$ cat config.mk
export PLATFORM = sky130hd
export DESIGN_NAME = buck_boost_phase_sequencer
export DESIGN_NICKNAME = d
export VERILOG_FILES = /design/src/verilog/bb_seq_pkg.sv /design/src/verilog/freq_monitor_if.sv /design/src/verilog/buck_boost_phase_sequencer.sv /design/src/verilog/freq_monitor.sv
export SDC_FILE = /design/constraint.sdc
export NUM_CORES = 1
export LEC_CHECK = 0
export BUFFER_PORTS_ARGS = -buffer_cell sky130_fd_sc_hd__clkbuf_2
export CORE_MARGIN = 3
export CORE_UTILIZATION = 42
export CTS_BUF_LIST = sky130_fd_sc_hd__clkbuf_4 sky130_fd_sc_hd__clkbuf_8
export DETAILED_ROUTE_END_ITERATION = 6
export GPL_TIMING_DRIVEN = 0
export HOLD_SLACK_MARGIN = 0.03
export PLACE_DENSITY = 0.76
export SYNTH_ARGS = -nofsm -noshare
export SYNTH_HDL_FRONTEND = slang
export SYNTH_SLANG_ARGS = --single-unit
$ cat constraint.sdc
create_clock -name ref_clk -period 2.3 [get_ports ref_clk]
set_input_delay 0.46 -clock ref_clk [delete_from_list [all_inputs] [get_ports ref_clk]]
set_output_delay 0.46 -clock ref_clk [all_outputs]
set_load 0.005 [all_outputs]
$ cat src/verilog/bb_seq_pkg.sv
// Package of register offsets, field positions, reset values and timing counts for the phase sequencer.
package bb_seq_pkg;

  // Register offsets on the documented register port.
  localparam logic [7:0] MODE_CONFIG_ADDR   = 8'h31;
  localparam logic [7:0] PEAK_LIMITS_ADDR   = 8'h33;
  localparam logic [7:0] VALLEY_CONFIG_ADDR = 8'h34;
  localparam logic [7:0] FREQ_CONFIG_ADDR   = 8'h30;

  // Field positions.
  localparam int TOPOLOGY_BIT     = 1;
  localparam int LOOKUP_DIS_BIT   = 0;
  localparam int ZERO_CROSS_BIT   = 5;
  localparam int PRIMARY_LSB      = 0;
  localparam int SECONDARY_LSB    = 4;
  localparam int FAST_SEL_LSB     = 0;
  localparam int FAST_SEL_WIDTH   = 2;

  // Reset values.
  localparam logic [7:0] MODE_CONFIG_RST   = 8'h00;
  localparam logic [7:0] PEAK_LIMITS_RST   = 8'h00;
  localparam logic [7:0] VALLEY_CONFIG_RST = 8'h00;
  localparam logic [7:0] FREQ_CONFIG_RST   = 8'h00;

  // Timing.
  localparam int CLK_MHZ          = 40;
  localparam int CHARGE_TIMEOUT_NS = 500;
  localparam int CHARGE_TIMEOUT_CYC = (CHARGE_TIMEOUT_NS * CLK_MHZ) / 1000;
  localparam int FREEWHEEL_NS     = 30;
  localparam int FREEWHEEL_CYC_RAW = (FREEWHEEL_NS * CLK_MHZ + 999) / 1000;
  localparam int FREEWHEEL_CYC    = (FREEWHEEL_CYC_RAW < 1) ? 1 : FREEWHEEL_CYC_RAW;

  // Frequency measurement window in clock cycles and base fast threshold in pulses per window.
  localparam int FREQ_WINDOW_CYC  = 4000;
  localparam int FAST_BASE_COUNT  = 16;

  // Switch enable vector order: input high, output high, input low, output low.
  localparam logic [3:0] SW_OFF    = 4'h0;
  localparam logic [3:0] SW_PHASE1 = 4'b1100;
  localparam logic [3:0] SW_PHASE2 = 4'b1001;
  localparam logic [3:0] SW_PHASE3 = 4'b0110;
  localparam logic [3:0] SW_PHASE4 = 4'b0011;

  // Switching phase states.
  typedef enum logic [2:0] {
    PH_IDLE,
    PH_CHARGE2,
    PH_CHARGE1,
    PH_DISCHARGE3,
    PH_FREEWHEEL4
  } phase_e;

endpackage

$ cat src/verilog/freq_monitor_if.sv
// Interface carrying switching-cycle events and the low-quiescent decision between sequencer and monitor.
`timescale 1ns/100ps
interface freq_monitor_if;
  logic       cycleStart;
  logic [1:0] fastSelect;
  logic       lowQuiescent;

  modport seq (output cycleStart, output fastSelect, input lowQuiescent);
  modport mon (input cycleStart, input fastSelect, output lowQuiescent);
endinterface

$ cat src/verilog/buck_boost_phase_sequencer.sv
// Switching-phase sequencer of the noninverting buck-boost converter with its configuration registers.
`timescale 1ns/100ps

module buck_boost_phase_sequencer #(
  parameter int TIMEOUT_CYC   = bb_seq_pkg::CHARGE_TIMEOUT_CYC,
  parameter int FREEWHEEL_CYC = bb_seq_pkg::FREEWHEEL_CYC,
  parameter int WINDOW_CYC    = bb_seq_pkg::FREQ_WINDOW_CYC
) (
  input  wire logic       ref_clk,
  input  wire logic       rst_b,
  input  wire logic [7:0] regAddr,
  input  wire logic [7:0] regWdata,
  input  wire logic       regWrite,
  input  wire logic       regRead,
  output logic      [7:0] regRdata,
  input  wire logic [7:0] lookupPrimary,
  input  wire logic [7:0] lookupSecondary,
  output logic      [3:0] primaryPeakLimit,
  output logic      [4:0] totalPeakLimit,
  input  wire logic       peakReached,
  input  wire logic       valleyReached,
  input  wire logic       zeroCrossed,
  input  wire logic       supplyAboveOutput,
  input  wire logic       chargeRequest,
  output logic            inputHighSwitch,
  output logic            outputHighSwitch,
  output logic            inputLowSwitch,
  output logic            outputLowSwitch,
  output logic      [2:0] phaseNumber,
  output logic            lowQuiescent
);

  localparam int TW = $clog2(TIMEOUT_CYC + 1);

  // Elaboration checks: the phase timers need a cycle at least and the freewheel must end before the timeout.
  if (TIMEOUT_CYC < 1 || FREEWHEEL_CYC < 1)
  begin : g_countCheck
    $error("sequencer: counts must be at least one");
  end
  if (FREEWHEEL_CYC >= TIMEOUT_CYC)
  begin : g_orderCheck
    $error("sequencer: freewheel must be shorter than timeout");
  end
  if (WINDOW_CYC < 8)
  begin : g_windowCheck
    $error("sequencer: frequency window too short");
  end

  logic [7:0] modeConfig_reg;
  logic [7:0] peakLimits_reg;
  logic [7:0] valleyConfig_reg;
  logic [7:0] freqConfig_reg;
  logic [7:0] regRdata_reg;
  bb_seq_pkg::phase_e phase_reg;
  bb_seq_pkg::phase_e phase_next;
  bb_seq_pkg::phase_e chargeEntry;
  logic [TW-1:0] timer_reg;
  logic [3:0] switches_reg;
  logic [3:0] switchesNext;
  logic       buckOnly;
  logic       zeroCrossSel;
  logic       lookupDisable;
  logic       timeout;
  logic       freewheelDone;
  logic       phaseChange;
  logic       cycleStartPulse;
  logic [3:0] primarySel;
  logic [3:0] secondarySel;

  // Carrier of cycle starts and the low-quiescent decision to and from the frequency comparator.
  freq_monitor_if fm ();

  // Register fields that steer the sequence.
  assign buckOnly      = modeConfig_reg[bb_seq_pkg::TOPOLOGY_BIT];
  assign lookupDisable = modeConfig_reg[bb_seq_pkg::LOOKUP_DIS_BIT];
  assign zeroCrossSel  = valleyConfig_reg[bb_seq_pkg::ZERO_CROSS_BIT];

  // Register writes through the documented register port.
  always_ff @(posedge ref_clk or negedge rst_b)
  begin
    if (!rst_b)
    begin
      modeConfig_reg   <= bb_seq_pkg::MODE_CONFIG_RST;
      peakLimits_reg   <= bb_seq_pkg::PEAK_LIMITS_RST;
      valleyConfig_reg <= bb_seq_pkg::VALLEY_CONFIG_RST;
      freqConfig_reg   <= bb_seq_pkg::FREQ_CONFIG_RST;
    end
    else if (regWrite)
    begin
      case (regAddr)
        bb_seq_pkg::MODE_CONFIG_ADDR:   modeConfig_reg   <= regWdata;
        bb_seq_pkg::PEAK_LIMITS_ADDR:   peakLimits_reg   <= regWdata;
        bb_seq_pkg::VALLEY_CONFIG_ADDR: valleyConfig_reg <= regWdata;
        bb_seq_pkg::FREQ_CONFIG_ADDR:   freqConfig_reg   <= regWdata;
        default:                        ;
      endcase
    end
  end

  // Read data registered one cycle after the read strobe; unmapped addresses read zero.
  always_ff @(posedge ref_clk or negedge rst_b)
  begin
    if (!rst_b)
      regRdata_reg <= 8'h00;
    else if (regRead)
    begin
      case (regAddr)
        bb_seq_pkg::MODE_CONFIG_ADDR:   regRdata_reg <= modeConfig_reg;
        bb_seq_pkg::PEAK_LIMITS_ADDR:   regRdata_reg <= peakLimits_reg;
        bb_seq_pkg::VALLEY_CONFIG_ADDR: regRdata_reg <= valleyConfig_reg;
        bb_seq_pkg::FREQ_CONFIG_ADDR:   regRdata_reg <= freqConfig_reg;
        default:                        regRdata_reg <= 8'h00;
      endcase
    end
  end

  // Read data leaves straight from its register.
  assign regRdata = regRdata_reg;

  // Peak limits come from the registers only when the lookup is disabled; otherwise the table codes pass.
  always_comb
  begin
    if (lookupDisable)
    begin
      primarySel   = peakLimits_reg[bb_seq_pkg::PRIMARY_LSB +: 4];
      secondarySel = peakLimits_reg[bb_seq_pkg::SECONDARY_LSB +: 4];
    end
    else
    begin
      primarySel   = lookupPrimary[3:0];
      secondarySel = lookupSecondary[3:0];
    end
  end

  // Comparator thresholds for the analog side.
  always_ff @(posedge ref_clk or negedge rst_b)
  begin
    if (!rst_b)
    begin
      primaryPeakLimit <= 4'h0;
      totalPeakLimit   <= 5'h00;
    end
    else
    begin
      primaryPeakLimit <= primarySel;
      totalPeakLimit   <= 5'({1'b0, primarySel} + {1'b0, secondarySel});
    end
  end

  // Phase timers: the timeout ends a charge phase and the freewheel count sets the shortest phase 4.
  assign timeout       = (timer_reg >= TW'(TIMEOUT_CYC - 1));
  assign freewheelDone = (timer_reg >= TW'(FREEWHEEL_CYC - 1));

  // The charge phase that opens a cycle depends on the topology.
  assign chargeEntry = buckOnly ? bb_seq_pkg::PH_CHARGE1 : bb_seq_pkg::PH_CHARGE2;

  // Next phase from comparators, mode and timers.
  always_comb
  begin
    phase_next = phase_reg;
    case (phase_reg)
      bb_seq_pkg::PH_IDLE:
        if (chargeRequest)
          phase_next = chargeEntry;
      bb_seq_pkg::PH_CHARGE2:
        if (peakReached)
          phase_next = bb_seq_pkg::PH_CHARGE1;
      bb_seq_pkg::PH_CHARGE1:
        if (buckOnly)
        begin
          if (peakReached)
            phase_next = bb_seq_pkg::PH_DISCHARGE3;
        end
        else if (supplyAboveOutput)
        begin
          if (peakReached || timeout)
            phase_next = bb_seq_pkg::PH_DISCHARGE3;
        end
        else if (timeout || valleyReached)
          phase_next = bb_seq_pkg::PH_DISCHARGE3;
      bb_seq_pkg::PH_DISCHARGE3:
        if (zeroCrossed)
          phase_next = bb_seq_pkg::PH_FREEWHEEL4;
        else if (valleyReached)
        begin
          if (zeroCrossSel)
            phase_next = bb_seq_pkg::PH_FREEWHEEL4;
          else if (chargeRequest)
            phase_next = chargeEntry;
          else
            phase_next = bb_seq_pkg::PH_FREEWHEEL4;
        end
      bb_seq_pkg::PH_FREEWHEEL4:
        if (chargeRequest && freewheelDone)
          phase_next = chargeEntry;
      default:
        phase_next = bb_seq_pkg::PH_IDLE;
    endcase
  end

  // Any step of the state restarts the phase timer.
  assign phaseChange = (phase_next != phase_reg);

  // One switching cycle per entry into a charge phase; the step from phase 2 to phase 1 is inside a cycle.
  always_comb
  begin
    cycleStartPulse = 1'b0;
    if (phaseChange && (phase_next == bb_seq_pkg::PH_CHARGE1 || phase_next == bb_seq_pkg::PH_CHARGE2))
    begin
      case (phase_reg)
        bb_seq_pkg::PH_IDLE,
        bb_seq_pkg::PH_DISCHARGE3,
        bb_seq_pkg::PH_FREEWHEEL4: cycleStartPulse = 1'b1;
        default:                   cycleStartPulse = 1'b0;
      endcase
    end
  end

  // Phase state register.
  always_ff @(posedge ref_clk or negedge rst_b)
  begin
    if (!rst_b)
      phase_reg <= bb_seq_pkg::PH_IDLE;
    else
      phase_reg <= phase_next;
  end

  // Time spent in the current phase, restarted on each change and saturating.
  always_ff @(posedge ref_clk or negedge rst_b)
  begin
    if (!rst_b)
      timer_reg <= '0;
    else if (phaseChange)
      timer_reg <= '0;
    else if (!timeout)
      timer_reg <= timer_reg + 1'b1;
  end

  // Switch pairs per phase; each pattern but SW_OFF in idle holds exactly two switches.
  always_comb
  begin
    case (phase_next)
      bb_seq_pkg::PH_CHARGE1:    switchesNext = bb_seq_pkg::SW_PHASE1;
      bb_seq_pkg::PH_CHARGE2:    switchesNext = bb_seq_pkg::SW_PHASE2;
      bb_seq_pkg::PH_DISCHARGE3: switchesNext = bb_seq_pkg::SW_PHASE3;
      bb_seq_pkg::PH_FREEWHEEL4: switchesNext = bb_seq_pkg::SW_PHASE4;
      default:                   switchesNext = bb_seq_pkg::SW_OFF;
    endcase
  end

  // Switch drive registered from the next phase, so each pattern comes out whole on one edge.
  always_ff @(posedge ref_clk or negedge rst_b)
  begin
    if (!rst_b)
      switches_reg <= bb_seq_pkg::SW_OFF;
    else
      switches_reg <= switchesNext;
  end

  // Phase number taken from the same next phase on the same edge, so it never disagrees with the switches.
  always_ff @(posedge ref_clk or negedge rst_b)
  begin
    if (!rst_b)
      phaseNumber <= 3'd0;
    else
    begin
      case (phase_next)
        bb_seq_pkg::PH_CHARGE1:    phaseNumber <= 3'd1;
        bb_seq_pkg::PH_CHARGE2:    phaseNumber <= 3'd2;
        bb_seq_pkg::PH_DISCHARGE3: phaseNumber <= 3'd3;
        bb_seq_pkg::PH_FREEWHEEL4: phaseNumber <= 3'd4;
        default:                   phaseNumber <= 3'd0;
      endcase
    end
  end

  // Gate outputs in the order input high, output high, input low, output low.
  assign inputHighSwitch  = switches_reg[3];
  assign outputHighSwitch = switches_reg[2];
  assign inputLowSwitch   = switches_reg[1];
  assign outputLowSwitch  = switches_reg[0];

  // Frequency comparator hookup.
  assign fm.cycleStart = cycleStartPulse;
  assign fm.fastSelect = freqConfig_reg[bb_seq_pkg::FAST_SEL_LSB +: bb_seq_pkg::FAST_SEL_WIDTH];
  assign lowQuiescent  = fm.lowQuiescent;

  freq_monitor #(
    .WINDOW_CYC (WINDOW_CYC)
  ) u_freq_monitor (
    .ref_clk (ref_clk),
    .rst_b   (rst_b),
    .mon     (fm.mon)
  );

endmodule

$ cat src/verilog/freq_monitor.sv
// Switching-frequency comparator with hysteresis that controls the low-quiescent state.
`timescale 1ns/100ps
module freq_monitor #(
  parameter int WINDOW_CYC = bb_seq_pkg::FREQ_WINDOW_CYC
) (
  input wire logic   ref_clk,
  input wire logic   rst_b,
  freq_monitor_if.mon mon
);

  localparam int CW = $clog2(WINDOW_CYC + 1);

  // Elaboration check: a shorter window cannot hold a meaningful count.
  if (WINDOW_CYC < 8)
  begin : g_windowCheck
    $error("freq_monitor: window too short");
  end

  logic [CW-1:0] windowCnt_reg;
  logic [11:0]   pulseCnt_reg;
  logic          lowQ_reg;
  logic [11:0]   fastCount;
  logic          windowEnd;

  // Fast threshold scales with the select field; the return threshold is a quarter of it.
  assign fastCount = 12'(bb_seq_pkg::FAST_BASE_COUNT) << mon.fastSelect;
  assign windowEnd = (windowCnt_reg == CW'(WINDOW_CYC - 1));
  assign mon.lowQuiescent = lowQ_reg;

  // Measurement window timer.
  always_ff @(posedge ref_clk or negedge rst_b)
  begin
    if (!rst_b)
      windowCnt_reg <= '0;
    else if (windowEnd)
      windowCnt_reg <= '0;
    else
      windowCnt_reg <= windowCnt_reg + 1'b1;
  end

  // Counts switching cycles started within the window, saturating.
  always_ff @(posedge ref_clk or negedge rst_b)
  begin
    if (!rst_b)
      pulseCnt_reg <= '0;
    else if (windowEnd)
      pulseCnt_reg <= 12'(mon.cycleStart);
    else if (mon.cycleStart && pulseCnt_reg != 12'hFFF)
      pulseCnt_reg <= pulseCnt_reg + 1'b1;
  end

  // Leaves low-quiescent at the fast rate and returns only at a quarter of it.
  always_ff @(posedge ref_clk or negedge rst_b)
  begin
    if (!rst_b)
      lowQ_reg <= 1'b1;
    else if (windowEnd)
    begin
      if (lowQ_reg && pulseCnt_reg >= fastCount)
        lowQ_reg <= 1'b0;
      else if (!lowQ_reg && pulseCnt_reg <= (fastCount >> 2))
        lowQ_reg <= 1'b1;
    end
  end

endmodule

**Word level (Yosys, flattened, before mapping)**

Index checks and enable logic that the tools add are counted.

- Register bits: 89
- Latch bits: 0
- Bits in writable memories: 0
- ROM bits: 0
- Output and inout bits: 25
- Memories: 0

- Add/subtract/negate cells: 4
- Multiply operators: 0
- Divide/modulo/power cells: 0
- Order comparisons: 4
- Eq/ne operators: 16
- Shifts and indexed selects: 1
- Mux-type cells: 28
- Bitwise gates (word level): 0
- Reductions and logical operators: 18

Operators with widths:

| kind | number |
|---|---|
| 12-bit two-way mux | 3 |
| 3-bit two-way mux | 12 |
| 8-bit by 6-bit == test with 1-bit output, second input constant | 4 |
| 8-bit case mux with 4 select lines | 1 |
| 12-bit by 1-bit adder with 12-bit output, second input constant | 2 |
| 4-bit case mux with 4 select lines | 1 |
| 3-bit case mux with 5 select lines | 1 |
| 12-bit == test, second input constant | 1 |
| 3-bit by 2-bit == test with 1-bit output, second input constant | 4 |
| 12-bit greater-or-equal comparator | 1 |
| 12-bit by 10-bit less-or-equal comparator with 1-bit output | 1 |
| 12-bit inequality test, second input constant | 1 |
| 3-bit case mux with 4 select lines | 1 |
| 5-bit by 2-bit left shift with 12-bit output, first input constant | 1 |
| 5-bit two-way mux | 2 |
| 2-bit AND reduction | 5 |
| 4-bit two-way mux | 2 |
| 3-bit by 1-bit == test with 1-bit output, second input constant | 2 |
| 3-bit == test, second input constant | 2 |
| 4-bit by 4-bit adder with 5-bit output | 1 |
| 5-bit by 1-bit adder with 5-bit output, second input constant | 1 |
| 5-bit by 1-bit greater-or-equal comparator with 1-bit output, second input constant | 1 |
| 5-bit greater-or-equal comparator, second input constant | 1 |
| 1-bit logical AND | 5 |
| 9 further kinds | 15 |

**Depth between registers and ports, before layout**

Gate-level depths: netlist of run 1.

- Word-level depth: 13
- Gate-level depth with buffers: 9
- Gate-level depth less buffers: 9

**Cells and area by module**

A second synthesis of run 1 with hierarchy kept.

- Cell total of the unflattened synthesis: 430
- Area, all modules: 4575.6 um2

Modules (own cells, without submodules):

| module | times used | cells an instance | area an instance (um2) |
|---|---|---|---|
| buck_boost_phase_sequencer | 1 | 275 | 3099.2 |
| freq_monitor | 1 | 155 | 1476.4 |

**Worst setup path after synthesis of run 1**

OpenSTA, ideal clock, no wires.

- Path kind: flip-flop to flip-flop
- Start: register timer_reg[1]
- End: register timer_reg[1]
- Library setup time: 107 ps
- Arrival: 2321 ps
- Slack: -127 ps
- Cell stages (with the launch flop): 10
- Buffers on the path: 0
- Clock period less this slack: 2427 ps
- Path through: dfrtp_1 inv_1 ha_1 nor4_4 a21oi_2 a311oi_4 inv_2 mux2_4 o22a_4 a2111oi_4

- Word-level cells in the longest chain between the ends: 8
- Elaborated cells on any way between the ends: 16

RTL lines:

| element | RTL line | source |
|---|---|---|
| from (decl) | buck_boost_phase_sequencer.sv:57 | `logic [TW-1:0] timer_reg;` |
| from (signal assigned) | buck_boost_phase_sequencer.sv:236 | `timer_reg <= timer_reg + 1'b1;` |
| 5-bit greater-or-equal comparator | buck_boost_phase_sequencer.sv:151 | `assign timeout = (timer_reg >= TW'(TIMEOUT_CYC - 1));` |
| 1-bit logical OR (on tied branches) | buck_boost_phase_sequencer.sv:179, buck_boost_phase_sequencer.sv:176 |  |
| 3-bit two-way mux (on tied branches) | buck_boost_phase_sequencer.sv:179, buck_boost_phase_sequencer.sv:176 |  |
| 3-bit two-way mux | buck_boost_phase_sequencer.sv:174 | `else if (supplyAboveOutput)` |
| 3-bit two-way mux | buck_boost_phase_sequencer.sv:169 | `if (buckOnly)` |
| 3-bit case mux with 5 select lines * | buck_boost_phase_sequencer.sv:161 | `case (phase_reg)` |
| via phase_next[1] | buck_boost_phase_sequencer.sv:55 | `bb_seq_pkg::phase_e phase_next;` |
| 3-bit inequality test * | buck_boost_phase_sequencer.sv:202 | `assign phaseChange = (phase_next != phase_reg);` |
| 2-bit by 1-bit inequality test with 1-bit output (no line) / 5-bit two-way mux (equally long branches) | - |  |

Mark *: on every way through the listed nets, which the timed path passes. The rest lies on a longest branch. The select of a mux whose other input is x is not followed.
A chain may end at the register's enable or synchronous reset.

**Final worst setup path of run 1**

- Start: register timer_reg[0]
- End: register u_freq_monitor.pulseCnt_reg[6]

- Word-level cells in the longest chain between the ends: 12
- Elaborated cells on any way between the ends: 19

RTL lines:

| element | RTL line | source |
|---|---|---|
| 5-bit greater-or-equal comparator | buck_boost_phase_sequencer.sv:151 |  |
| 1-bit logical OR (on tied branches) | buck_boost_phase_sequencer.sv:179, buck_boost_phase_sequencer.sv:176 |  |
| 3-bit two-way mux (on tied branches) | buck_boost_phase_sequencer.sv:179, buck_boost_phase_sequencer.sv:176 |  |
| 3-bit two-way mux | buck_boost_phase_sequencer.sv:174 |  |
| 3-bit two-way mux | buck_boost_phase_sequencer.sv:169 |  |
| 3-bit case mux with 5 select lines * | buck_boost_phase_sequencer.sv:161 |  |
| 3-bit by 2-bit == test with 1-bit output / 3-bit by 1-bit == test with 1-bit output (equally long branches) | buck_boost_phase_sequencer.sv:208 | `if (phaseChange && (phase_next == bb_seq_pkg::PH_CHARGE1 \|\| phase_next == bb_seq_pkg::PH_CHARGE2))` |
| 1-bit logical OR | buck_boost_phase_sequencer.sv:208 |  |
| 1-bit logical AND * | buck_boost_phase_sequencer.sv:208 |  |
| 1-bit two-way mux * | buck_boost_phase_sequencer.sv:208 |  |
| 1-bit logical AND * | freq_monitor.sv:48 | `else if (mon.cycleStart && pulseCnt_reg != 12'hFFF)` |
| 2-bit nonzero test (no line) * | - |  |
| to (signal assigned) | freq_monitor.sv:47 | `pulseCnt_reg <= 12'(mon.cycleStart);` |
| to (signal assigned) | freq_monitor.sv:49 | `pulseCnt_reg <= pulseCnt_reg + 1'b1;` |
| to (decl) | freq_monitor.sv:20 | `logic [11:0] pulseCnt_reg;` |

Mark *: on every way between the ends. The rest lies on a longest branch, timed or not.

==> results of run 1 <==
## cell families after synthesis
kind of cell,Yosys count
DFF,88
xor gates and xnor gates,14
buffers and inverters,29
AOI/OAI and AO/OA,80
adders and majority gates,18
muxes,45
and+or+nand+nor,143
## power by group through the flow
stage                     combinational (mW)  clock (mW)  sequential, mW
final                                   2.19        1.09            1.93
after global routing                    2.38        1.19            1.97
after detailed placement                1.59           0            1.95
after CTS                               1.90        1.12            1.92
after floorplan                         1.17           0            1.91
after global placement                  1.52           0            1.93
## final timing paths
check,cells past startpoint,endpoint,slack (ps)
min in group ref_clk,2,primaryPeakLimit[3],360
max reg2reg,9,u_freq_monitor.pulseCnt_reg[6],-50
max,9,u_freq_monitor.pulseCnt_reg[6],-50
min reg2reg,1,u_freq_monitor.windowCnt_reg[0],490
max in group asynchronous,2,timer_reg[0],1550
min,1,totalPeakLimit[2],100
## per-layer routing
| layer | global-route usage | up-vias | part of all wire |
|---|---|---|---|
| met5 | 0 | - | 0 |
| met4 | 0.0438 | 0 | 0.0092 |
| met3 | 0.0342 | 11 | 0.037 |
| met2 | 0.300 | 75 | 0.51 |
| met1 | 0.217 | 1805 | 0.44 |
| li1 | - | 1732 | - |
## cell usage in the layout (no fill, tap or decap), types with 5 or more instances in the layout
cell type / count
clkbuf_2: 56
nand2_1: 36
nor3_1: 7
mux2i_1: 5
a21oi_1: 10
xor2_1: 7
o21a_1: 8
and2_1: 5
inv_1: 12
buf_2: 5
nand3_1: 12
nand4_1: 5
a22o_1: 8
mux2_1: 10
o21ai_0: 7
xnor2_1: 7
nor2b_1: 8
nor2_1: 14
or4_1: 7
nand2b_1: 9
mux2_2: 28
ha_1: 16
clkbuf_8: 9
buf_6: 7
a222oi_1: 8
buf_4: 19
dfrtp_1: 83
## what timing repair did
action	CTS	global route
resized for setup	23	28
hold buffers	0	0
endpoints found under the setup margin	25	41
setup buffers	12	9
pin swaps	15	13
## cell type report
cell class / instances / area (um^2)
Buffer: 14 / 90.1
Tap cell: 136 / 170
Fill cell: 915 / 4800
Timing Repair Buffer: 78 / 483
Inverter: 15 / 58.8
Multi-Input combinational cell: 300 / 2580
Sequential cell: 88 / 2210
Clock inverter: 7 / 80.1
Clock buffer: 9 / 124
## metrics by stage
| stage | utilization | TNS [ps] | cell area, um^2 | hold slack (ps) |
|---|---|---|---|---|
| floorplan | - | -46.0 | 4720 | 164 |
| global placement | 0.487 | -26550 | 5170 | 474 |
| detailed placement | 0.490 | -13590 | 5200 | 482 |
| CTS | 0.528 | -181 | 5600 | 113 |
| global route | 0.547 | -1660 | 5800 | 130 |
| finish | 0.547 | -203 | 5800 | 102 |
==> results.ini, run 1 <==
[status]
status = finished with violations
violations = negative setup slack

[power]
seqPwrFrac = 0.371
p_clk_frac = 0.209
irDropWorstVdd_v = 0.000522
combinationalPowerShare = 0.420
switching_share = 0.363
leakagePower_nw = 2.70
p_per_area_nw_per_um2 = 900
intPower_mw = 3.33
finalPower_mw = 5.22
netSwitchingPower_mw = 1.89

[layout]
insertedDiodeCount = 0
fin_cells = 647
area_growth_pct = 23.4
drive_above_1_share = 0.360
fin_nets = 565

[place]
portBuffers = 56
gp_congestion = 0.865
dp.cells = 610
dp_slack_ps = -438
hpwl_mm = 7.60

[logic_synthesis]
yosys_warnings = 0
syn_inst = 417
syn-num-nets = 476
synth_edf_count = 0
synth_common_cells = 87 x dfrtp_1, 38 x nand2_1, 28 x mux2_2
synth_xor_area_frac = 0.0261
synthFlopType = dfrtp_1
muxShareOfSynthArea = 0.107
synth_top_family_by_area = simple AND/OR/NAND/NOR gates
yosysUniqueCellTypes = 72
synthArstFlopShare = 1.00
netlist_area_um2 = 4700
ys_ff_latch = 88
synthAdderAreaFrac = 0.0495
avgSynthCellArea_um2 = 11.3
seq_area_frac_synth = 0.469
yosys.area_share.simple = 0.183
ys_top_cells_by_area = dfrtp_1 46%, mux2_2 6.7%, ha_1 4.5%
synth-compound-area-share = 0.138
synth_top_area_frac = 0.464
synth_top_area_cell = dfrtp_1
synth_most_common_cell = dfrtp_1

[global_routing]
grt_max_degree = 52
antenna_found_initial = 0
grt_remaining_overflow = 0
grt_pass1_vias = 3734
grt_usage = 0.171
grt_pass1_wl_mm = 17.7

[timing]
max_freq_mhz = 426
rsz0062_at_grt = true
worst_slew_pin_slew_ps = 969
hold_violations = 0
setup_violations = 10
max-slew-margin-rel = 0.353
period_share = 1.02
worst_slack_ps = -50.1
drv_slew = 0
final.setup_skew_ps = 17.1
period_minus_slack_ps = 2350

[floorplan]
pin_count = 66
fp.dieW_um = 112
start_util = 0.443
die_area_um2 = 12500
core_area_um2 = 10600
rows = 37
die_h_um = 112

[clocking]
cts_tree = built
clk_latency_ps = 360
clk_pin_slew_ps = 90
numCtsBuffers = 9
cts.path.max_buffers = 2
clockRootBuffer = clkbuf_8
cts-htree-levels = 3
cts.sink_count = 88

[worst_setup_path]
worstPathRequired_ps = 2590
critPathTopFamily = simple AND/OR/NAND/NOR gates
r2r_start = timer_reg[0]
slowest_delay_ps = 460
cpMaxStageDelayCell = dfrtp_2
worst_setup_path_start_kind = flip-flop
crit_path_max_fanout = 7
cp_num_buf_inv = 2
critical_path_arrival_ps = 2640
crit_path_start = timer_reg[0]
worstPathCellList = ha_1, nor3_1, a21boi_2, o221ai_4, a31oi_4, buf_4, buf_6, or4_1, nand2_1
worstSetupPathType = flip-flop to flip-flop
cp-end-kind = flip-flop

[route]
drc_errors = 0
wl_mm = 10.8
dr_total_vias = 3623
first_iter_violations = 103
avgRoutedWirePerCell_um = 16.7
dr.pass1.iters = 6
drtAntennaViolNets = 0
vias_per_cell = 5.60

[run]
drv_cap = 0

[worst_hold_path]
hold_class = input port to asynchronous set/reset pin

(Power assumes the default switching activity.)
==> inputs of run 2 (changes only) <==
Settings changed: CORE_MARGIN 3 to 2.
==> run 2 against run 1 <==
Compared with the run above: critical path depth shrank 3; the flow still finishes with violations (negative setup slack); global-route usage grew 1.7 points; register-to-register slack lost 30 ps; largest cell class unchanged; sequential share of layout area grew 0.24 points; cell area shrank 0.63%; die area shrank 3.5%.
==> results.ini, run 2 (same netlist as run 1, synthesis figures left out) <==
[timing]
timing.hold.ws_ps = 86.2  ; was 102 ps
final.setup_skew_ps = 12.2  ; was 17.1 ps
period_share = 1.03  ; was 1.02
max-slew-margin-rel = 0.297  ; was 0.353
drv_slew = 0  ; unchanged
max_freq_mhz = 420  ; was 426 MHz
period_minus_slack_ps = 2380  ; was 2350 ps
hold_violations = 0  ; unchanged
worst_slack_ps = -78.7  ; was -50.1 ps
rsz0062_at_grt = true  ; unchanged
setup_violations = 9  ; was 10
worst_slew_pin_slew_ps = 1050  ; was 969 ps

[clocking]
cts-htree-levels = 3  ; unchanged
clockRootBuffer = clkbuf_8  ; unchanged
cts_tree = built  ; unchanged
clk_latency_ps = 360  ; about the same
cts.path.max_buffers = 2  ; unchanged
cts.sink_count = 88  ; unchanged
holdBufCountCts = 0  ; unchanged
clk_pin_slew_ps = 90  ; about the same
numCtsBuffers = 9  ; unchanged

[route]
first_iter_violations = 178  ; was 103
dr_total_vias = 3694  ; was 3623
drtAntennaViolNets = 0  ; unchanged
dr.pass1.iters = 4  ; was 6
vias_per_cell = 5.71  ; was 5.60
drc_errors = 0  ; unchanged
avgRoutedWirePerCell_um = 16.8  ; was 16.7 um
wl_mm = 10.9  ; was 10.8 mm

[layout]
fin_nets = 561  ; was 565
mostFrequentLayoutCells = 83 x dfrtp_1, 56 x clkbuf_2, 35 x nand2_1  ; was 83 x dfrtp_1, 56 x clkbuf_2, 36 x nand2_1
fin_util = 0.529  ; was 0.547
insertedDiodeCount = 0  ; unchanged
fill_cells = 936  ; was 915
area_growth_pct = 22.6  ; was 23.4%
mostFrequentLayoutCell = dfrtp_1  ; unchanged
drive_above_1_share = 0.353  ; was 0.360

[global_routing]
grt_usage = 0.189  ; was 0.171
grt_max_degree = 56  ; was 52
grt_remaining_overflow = 0  ; unchanged
grt_pass1_wl_mm = 17.7  ; about the same
antenna_found_initial = 0  ; unchanged
grt_pass1_vias = 3561  ; was 3734

[power]
leakagePower_nw = 2.69  ; was 2.70 nW
seqPwrFrac = 0.366  ; was 0.371
combinationalPowerShare = 0.403  ; was 0.420
irDropWorstVdd_v = 0.000516  ; was 0.000522 V
intPower_mw = 3.37  ; was 3.33 mW
p_per_area_nw_per_um2 = 913  ; was 900 nW/um^2
p_clk_frac = 0.231  ; was 0.209
finalPower_mw = 5.26  ; was 5.22 mW
switching_share = 0.359  ; was 0.363
netSwitchingPower_mw = 1.89  ; about the same

[worst_setup_path]
r2r_end = timer_reg[1]  ; was u_freq_monitor.pulseCnt_reg[6]
crit_path_max_fanout = 6  ; was 7
slowest_delay_ps = 510  ; was 460 ps
crit_end = timer_reg[1]  ; was u_freq_monitor.pulseCnt_reg[6]
worstSetupPathType = flip-flop to flip-flop  ; unchanged
cp_num_buf_inv = 0  ; was 2
worstPathCellList = or3b_1, a2111o_1, o211ai_1, nor3_1, a31oi_4, a2111oi_4  ; was ha_1, nor3_1, a21boi_2, o221ai_4, a31oi_4, buf_4, buf_6, or4_1, nand2_1
worst_r2r_path_depth = 6  ; was 9
cp-end-kind = flip-flop  ; unchanged
crit_path_start = phase_reg[0]  ; was timer_reg[0]
critical_path_arrival_ps = 2600  ; was 2640 ps
cpMaxStageDelayCell = a2111o_1  ; was dfrtp_2
worstPathRequired_ps = 2530  ; was 2590 ps
r2r_slack_ps = -80  ; was -50 ps
worst-path-stages = 6  ; was 9
worst_setup_path_start_kind = flip-flop  ; unchanged
r2r_start = phase_reg[0]  ; was timer_reg[0]
critPathTopFamily = compound AO/OA/AOI/OAI gates  ; was simple AND/OR/NAND/NOR gates

[floorplan]
die_area_um2 = 12000  ; was 12500 um^2
die_h_um = 110  ; was 112 um
fp.dieW_um = 110  ; was 112 um
start_util = 0.431  ; was 0.443
pin_count = 66  ; unchanged
core_area_um2 = 10900  ; was 10600 um^2
rows = 38  ; was 37

[worst_hold_path]
hold_class = input port to asynchronous set/reset pin  ; unchanged

[place]
portBuffers = 56  ; unchanged
gp_congestion = 0.876  ; was 0.865
hpwl_mm = 7.55  ; was 7.60 mm
dp_slack_ps = -574  ; was -438 ps

[run]
drv_cap = 0  ; unchanged

[status]
violations = negative setup slack  ; unchanged
status = finished with violations  ; unchanged

[run 2: power groups by stage]
stage	registers [mW]	clock network [mW]	logic, mW
3_3_place_gp	1.93	0	1.52
2_1_floorplan	1.91	0	1.17
6_report	1.92	1.21	2.12
3_5_place_dp	1.95	0	1.59
4_1_cts	1.91	1.23	1.91
5_1_grt	1.95	1.30	2.32
[run 2: cell type report]
type	instances	area [um^2]	area share
timing repair buffer	74	452	0.0784
buffer	14	92.6	0.0161
inverter	15	56.3	0.00977
multi-input combinational	300	2550	0.443
clock buffer	9	124	0.0215
tap	140	175	0.0304
clock inverter	7	100	0.0174
sequential	88	2210	0.383
[run 2: timing repair]
action	4_1_cts	5_1_grt
endpoints found under the setup margin	32	50
pin swaps	11	12
cloned	0	1
buffers inserted	8	8
resized for setup	20	26
[run 2: stage by stage]
stage / area (um^2) / std cells / setup TNS (ps)
detailed placement: 5200 / 614 / -17020
finish: 5760 / 647 / -366
global placement: 5170 / 613 / -31660
floorplan: 4720 / 417 / -46.0
CTS: 5590 / 638 / -1280
global route: 5760 / 647 / -2110
[run 2: worst register-to-register path: cells and delay by family (launching register included)]
kind / cells / cell delay, ps
flops: 1 / 460
compound gates: 4 / 1210
simple gates: 2 / 590
[run 2: metal layers]
layer	wire, um	GRT usage	vias up
met4	154	0.0570	0
li1	-	-	1732
met2	5580	0.317	121
met5	0	0	-
met1	4570	0.246	1826
met3	580	0.0368	15
[run 2: worst min path at each step]
stage                                            end           startpoint  slack, ps  cells past startpoint
finish              u_freq_monitor.windowCnt_reg[10]                rst_b         90                      1
global route                       totalPeakLimit[4]                rst_b        120                      1
CTS                                     phase_reg[1]                rst_b        100                      1
detailed placement                 freqConfig_reg[2]    freqConfig_reg[2]        480                      1
global placement                 valleyConfig_reg[6]  valleyConfig_reg[6]        470                      1
floorplan                          freqConfig_reg[0]                rst_b        160                      0
==> inputs of run 3 (changes only) <==
Settings changed: SYNTH_HIERARCHICAL set to 1.
==> run 3 against run 2 <==
Compared with the run above: the run still ends with negative setup slack left; die area decreased by 2.5%; global-route usage decreased by 0.26 points; largest power group is now sequential cells; sequential cell count unchanged; count of clock-buffer cells in the layout increased by 1; combinational power decreased by 20%; sequential power about the same; non-clock buffer count increased by 8; largest cell class unchanged; via count decreased by 0.60%; clock skew decreased by 3.5 ps.
==> results.ini, run 3 <==
[clocking]
clockRootBuffer = clkbuf_8  ; unchanged
clk_pin_slew_ps = 90  ; about the same
cts-htree-levels = 3  ; unchanged
cts.sink_count = 88  ; unchanged
cts.path.max_buffers = 2  ; unchanged
numCtsBuffers = 9  ; unchanged
cts_tree = built  ; unchanged
clk_latency_ps = 360  ; about the same

[logic_synthesis]
netlist_area_um2 = 4580  ; was 4700 um^2
muxShareOfSynthArea = 0.103  ; was 0.107
synth_edf_count = 0  ; unchanged
synth_common_cells = 87 x dfrtp_1, 36 x mux2_2, 23 x a21oi_1, 23 x inv_1  ; was 87 x dfrtp_1, 38 x nand2_1, 28 x mux2_2
yosysUniqueCellTypes = 65  ; was 72
yosys_warnings = 6  ; was 0
ys_ff_latch = 88  ; unchanged
avgSynthCellArea_um2 = 10.6  ; was 11.3 um^2
synthAdderAreaFrac = 0.0509  ; was 0.0495
synth_top_area_frac = 0.476  ; was 0.464
synth_xor_area_frac = 0.0211  ; was 0.0261
synth_top_area_cell = dfrtp_1  ; unchanged
ys_top_cells_by_area = dfrtp_1 48%, mux2_2 8.9%, ha_1 4.6%  ; was dfrtp_1 46%, mux2_2 6.7%, ha_1 4.5%
synth_most_common_cell = dfrtp_1  ; unchanged
yosys.area_share.simple = 0.157  ; was 0.183
synthArstFlopShare = 1.00  ; unchanged
synth-compound-area-share = 0.146  ; was 0.138
seq_area_frac_synth = 0.482  ; was 0.469
syn-num-nets = 489  ; was 476
synthFlopType = dfrtp_1  ; unchanged
syn_inst = 430  ; was 417
synth_top_family_by_area = simple AND/OR/NAND/NOR gates  ; unchanged

[worst_setup_path]
worstPathRequired_ps = 2590  ; was 2530 ps
worstSetupPathType = flip-flop to flip-flop  ; unchanged
worst_r2r_path_depth = 13  ; was 6
critPathTopFamily = simple AND/OR/NAND/NOR gates  ; was compound AO/OA/AOI/OAI gates
r2r_start = timer_reg[1]  ; was phase_reg[0]
cp-end-kind = flip-flop  ; unchanged
cp_num_buf_inv = 4  ; was 0
worst_setup_path_start_kind = flip-flop  ; unchanged
worstPathCellList = inv_1, ha_2, or4_4, o21ai_4, a21oi_4, nor2_2, inv_2, a211oi_4, buf_4, nand4_1, buf_6, or4_1, a21oi_1  ; was or3b_1, a2111o_1, o211ai_1, nor3_1, a31oi_4, a2111oi_4
slowest_delay_ps = 460  ; was 510 ps
r2r_slack_ps = -580  ; was -80 ps
crit_path_max_fanout = 5  ; was 6
critical_path_arrival_ps = 3170  ; was 2600 ps
r2r_end = u_freq_monitor/pulseCnt_reg[11]  ; was timer_reg[1]
cpMaxStageDelayCell = or4_4  ; was a2111o_1

[global_routing]
grt_remaining_overflow = 0  ; unchanged
grt_max_degree = 48  ; was 56
antenna_found_initial = 0  ; unchanged
grt_pass1_wl_mm = 17.1  ; was 17.7 mm
grt_usage = 0.186  ; was 0.189
grt_pass1_vias = 3532  ; was 3561

[floorplan]
start_util = 0.426  ; was 0.431
rows = 38  ; unchanged
die_area_um2 = 11700  ; was 12000 um^2
die_h_um = 108  ; was 110 um
pin_count = 66  ; unchanged
fp.dieW_um = 108  ; was 110 um
core_area_um2 = 10700  ; was 10900 um^2

[layout]
drive_above_1_share = 0.332  ; was 0.353
fill_cells = 987  ; was 936
insertedDiodeCount = 0  ; unchanged
mostFrequentLayoutCell = dfrtp_1  ; unchanged
area_growth_pct = 22.6  ; about the same
fin_area_um2 = 5610  ; was 5760 um^2
mostFrequentLayoutCells = 86 x dfrtp_1, 55 x clkbuf_2, 36 x mux2_2  ; was 83 x dfrtp_1, 56 x clkbuf_2, 35 x nand2_1
fin_nets = 575  ; was 561
fin_cells = 661  ; was 647

[place]
dpl_cell_area_um2 = 5090  ; was 5200 um^2
dp.cells = 626  ; was 614
portBuffers = 55  ; was 56
hpwl_mm = 7.25  ; was 7.55 mm
gp_congestion = 0.893  ; was 0.876

[timing]
period_minus_slack_ps = 2880  ; was 2380 ps
drv_slew = 0  ; unchanged
max-slew-margin-rel = 0.426  ; was 0.297
setup_violations = 12  ; was 9
rsz0062_at_grt = true  ; unchanged
max_freq_mhz = 347  ; was 420 MHz
worst_slew_pin_slew_ps = 858  ; was 1050 ps
final.setup_skew_ps = 8.70  ; was 12.2 ps
period_share = 1.25  ; was 1.03
worst_slack_ps = -579  ; was -78.7 ps
hold_violations = 0  ; unchanged

[route]
drtAntennaViolNets = 0  ; unchanged
avgRoutedWirePerCell_um = 16.2  ; was 16.8 um
first_iter_violations = 144  ; was 178
dr.pass1.iters = 4  ; unchanged
drc_errors = 0  ; unchanged
vias_per_cell = 5.56  ; was 5.71
wl_mm = 10.7  ; was 10.9 mm
dr_total_vias = 3672  ; was 3694

[power]
p_per_area_nw_per_um2 = 863  ; was 913 nW/um^2
leakagePower_nw = 2.52  ; was 2.69 nW
irDropWorstVdd_v = 0.000451  ; was 0.000516 V

[status]
violations = negative setup slack  ; unchanged
status = finished with violations  ; unchanged

[run]
drv_cap = 0  ; unchanged

[worst_hold_path]
hold_class = input port to asynchronous set/reset pin  ; unchanged

-- run 3: cell types whose count changed after synthesis, sizes merged, moves of 8 or more --
cell	before	now
a21oi	12	23
a222oi	8	0
a22o	8	0
a22oi	0	16
clkbuf	4	17
inv	14	24
nand2	38	13
nand3	12	21
o21ai	13	24
-- run 3: stage by stage --
step	setup WS [ps]	power, mW	setup TNS, ps	hold WS [ps]	utilization
2_1_floorplan	-680	2.85	-4390	164	-
6_report	-579	4.84	-5770	136	0.522
4_1_cts	-548	4.73	-4980	143	0.511
5_1_grt	-730	5.13	-7820	178	0.522
3_3_place_gp	-871	3.17	-22470	483	0.471
3_5_place_dp	-929	3.22	-10230	493	0.474
-- run 3: layer usage --
| metal | track usage | up-vias | share of wire |
|---|---|---|---|
| met5 | 0 | - | 0 |
| met2 | 0.312 | 82 | 0.50 |
| met4 | 0.0449 | 0 | 0.011 |
| met1 | 0.245 | 1824 | 0.45 |
| li1 | - | 1755 | - |
| met3 | 0.0422 | 11 | 0.040 |
-- run 3: power by group --
part | internal, mW | switching [mW]
sequential | 1.74 | 0.180
clock | 0.648 | 0.576
combinational | 0.843 | 0.855
-- run 3: worst max path at each step --
| stage | from | to | cells after the start |
|---|---|---|---|
| 5_1_grt | timer_reg[1] | u_freq_monitor/pulseCnt_reg[8] | 14 |
| 4_1_cts | timer_reg[1] | u_freq_monitor/pulseCnt_reg[10] | 11 |
| 2_1_floorplan | timer_reg[1] | u_freq_monitor/pulseCnt_reg[10] | 12 |
| 3_3_place_gp | timer_reg[0] | u_freq_monitor/pulseCnt_reg[10] | 11 |
| 3_5_place_dp | timer_reg[0] | u_freq_monitor/pulseCnt_reg[10] | 11 |
| 6_report | timer_reg[1] | u_freq_monitor/pulseCnt_reg[11] | 13 |
-- run 3: area by class of cell --
| class | count | area (um^2) | share of cell area |
|---|---|---|---|
| clock buffer | 10 | 138 | 0.0245 |
| tap | 140 | 175 | 0.0312 |
| timing repair buffer | 75 | 460 | 0.0821 |
| buffer | 21 | 97.6 | 0.0174 |
| sequential | 88 | 2200 | 0.393 |
| multi-input combinational | 297 | 2350 | 0.420 |
| clock inverter | 6 | 90.1 | 0.0161 |
| inverter | 24 | 90.1 | 0.0161 |
-- run 3: cells by family (layout without fill, tap and decap cells) --
logic type      count (synthesis)  after routing
compound gates                104            104
xor+xnor                       11             11
fa+ha+maj                      18             18
buf+inv                        45            136
flops                          88             88
mux                            42             42
simple gates                  122            122
-- run 3: repair_timing --
item | 4_1_cts | 5_1_grt
endpoints found under the setup margin | 12 | 13
hold buffers | 0 | 0
pin swaps | 13 | 7
gates cloned | 0 | 1
setup buffers | 13 | 5
resized for setup | 16 | 20
-- run 3: worst reg2reg max path, delay by kind of cell, from the launching register on --
family	cells	cell delay [ps]
compound gates	4	660
fa+ha+maj	1	180
buf+inv	4	460
flops	1	410
simple gates	4	1110
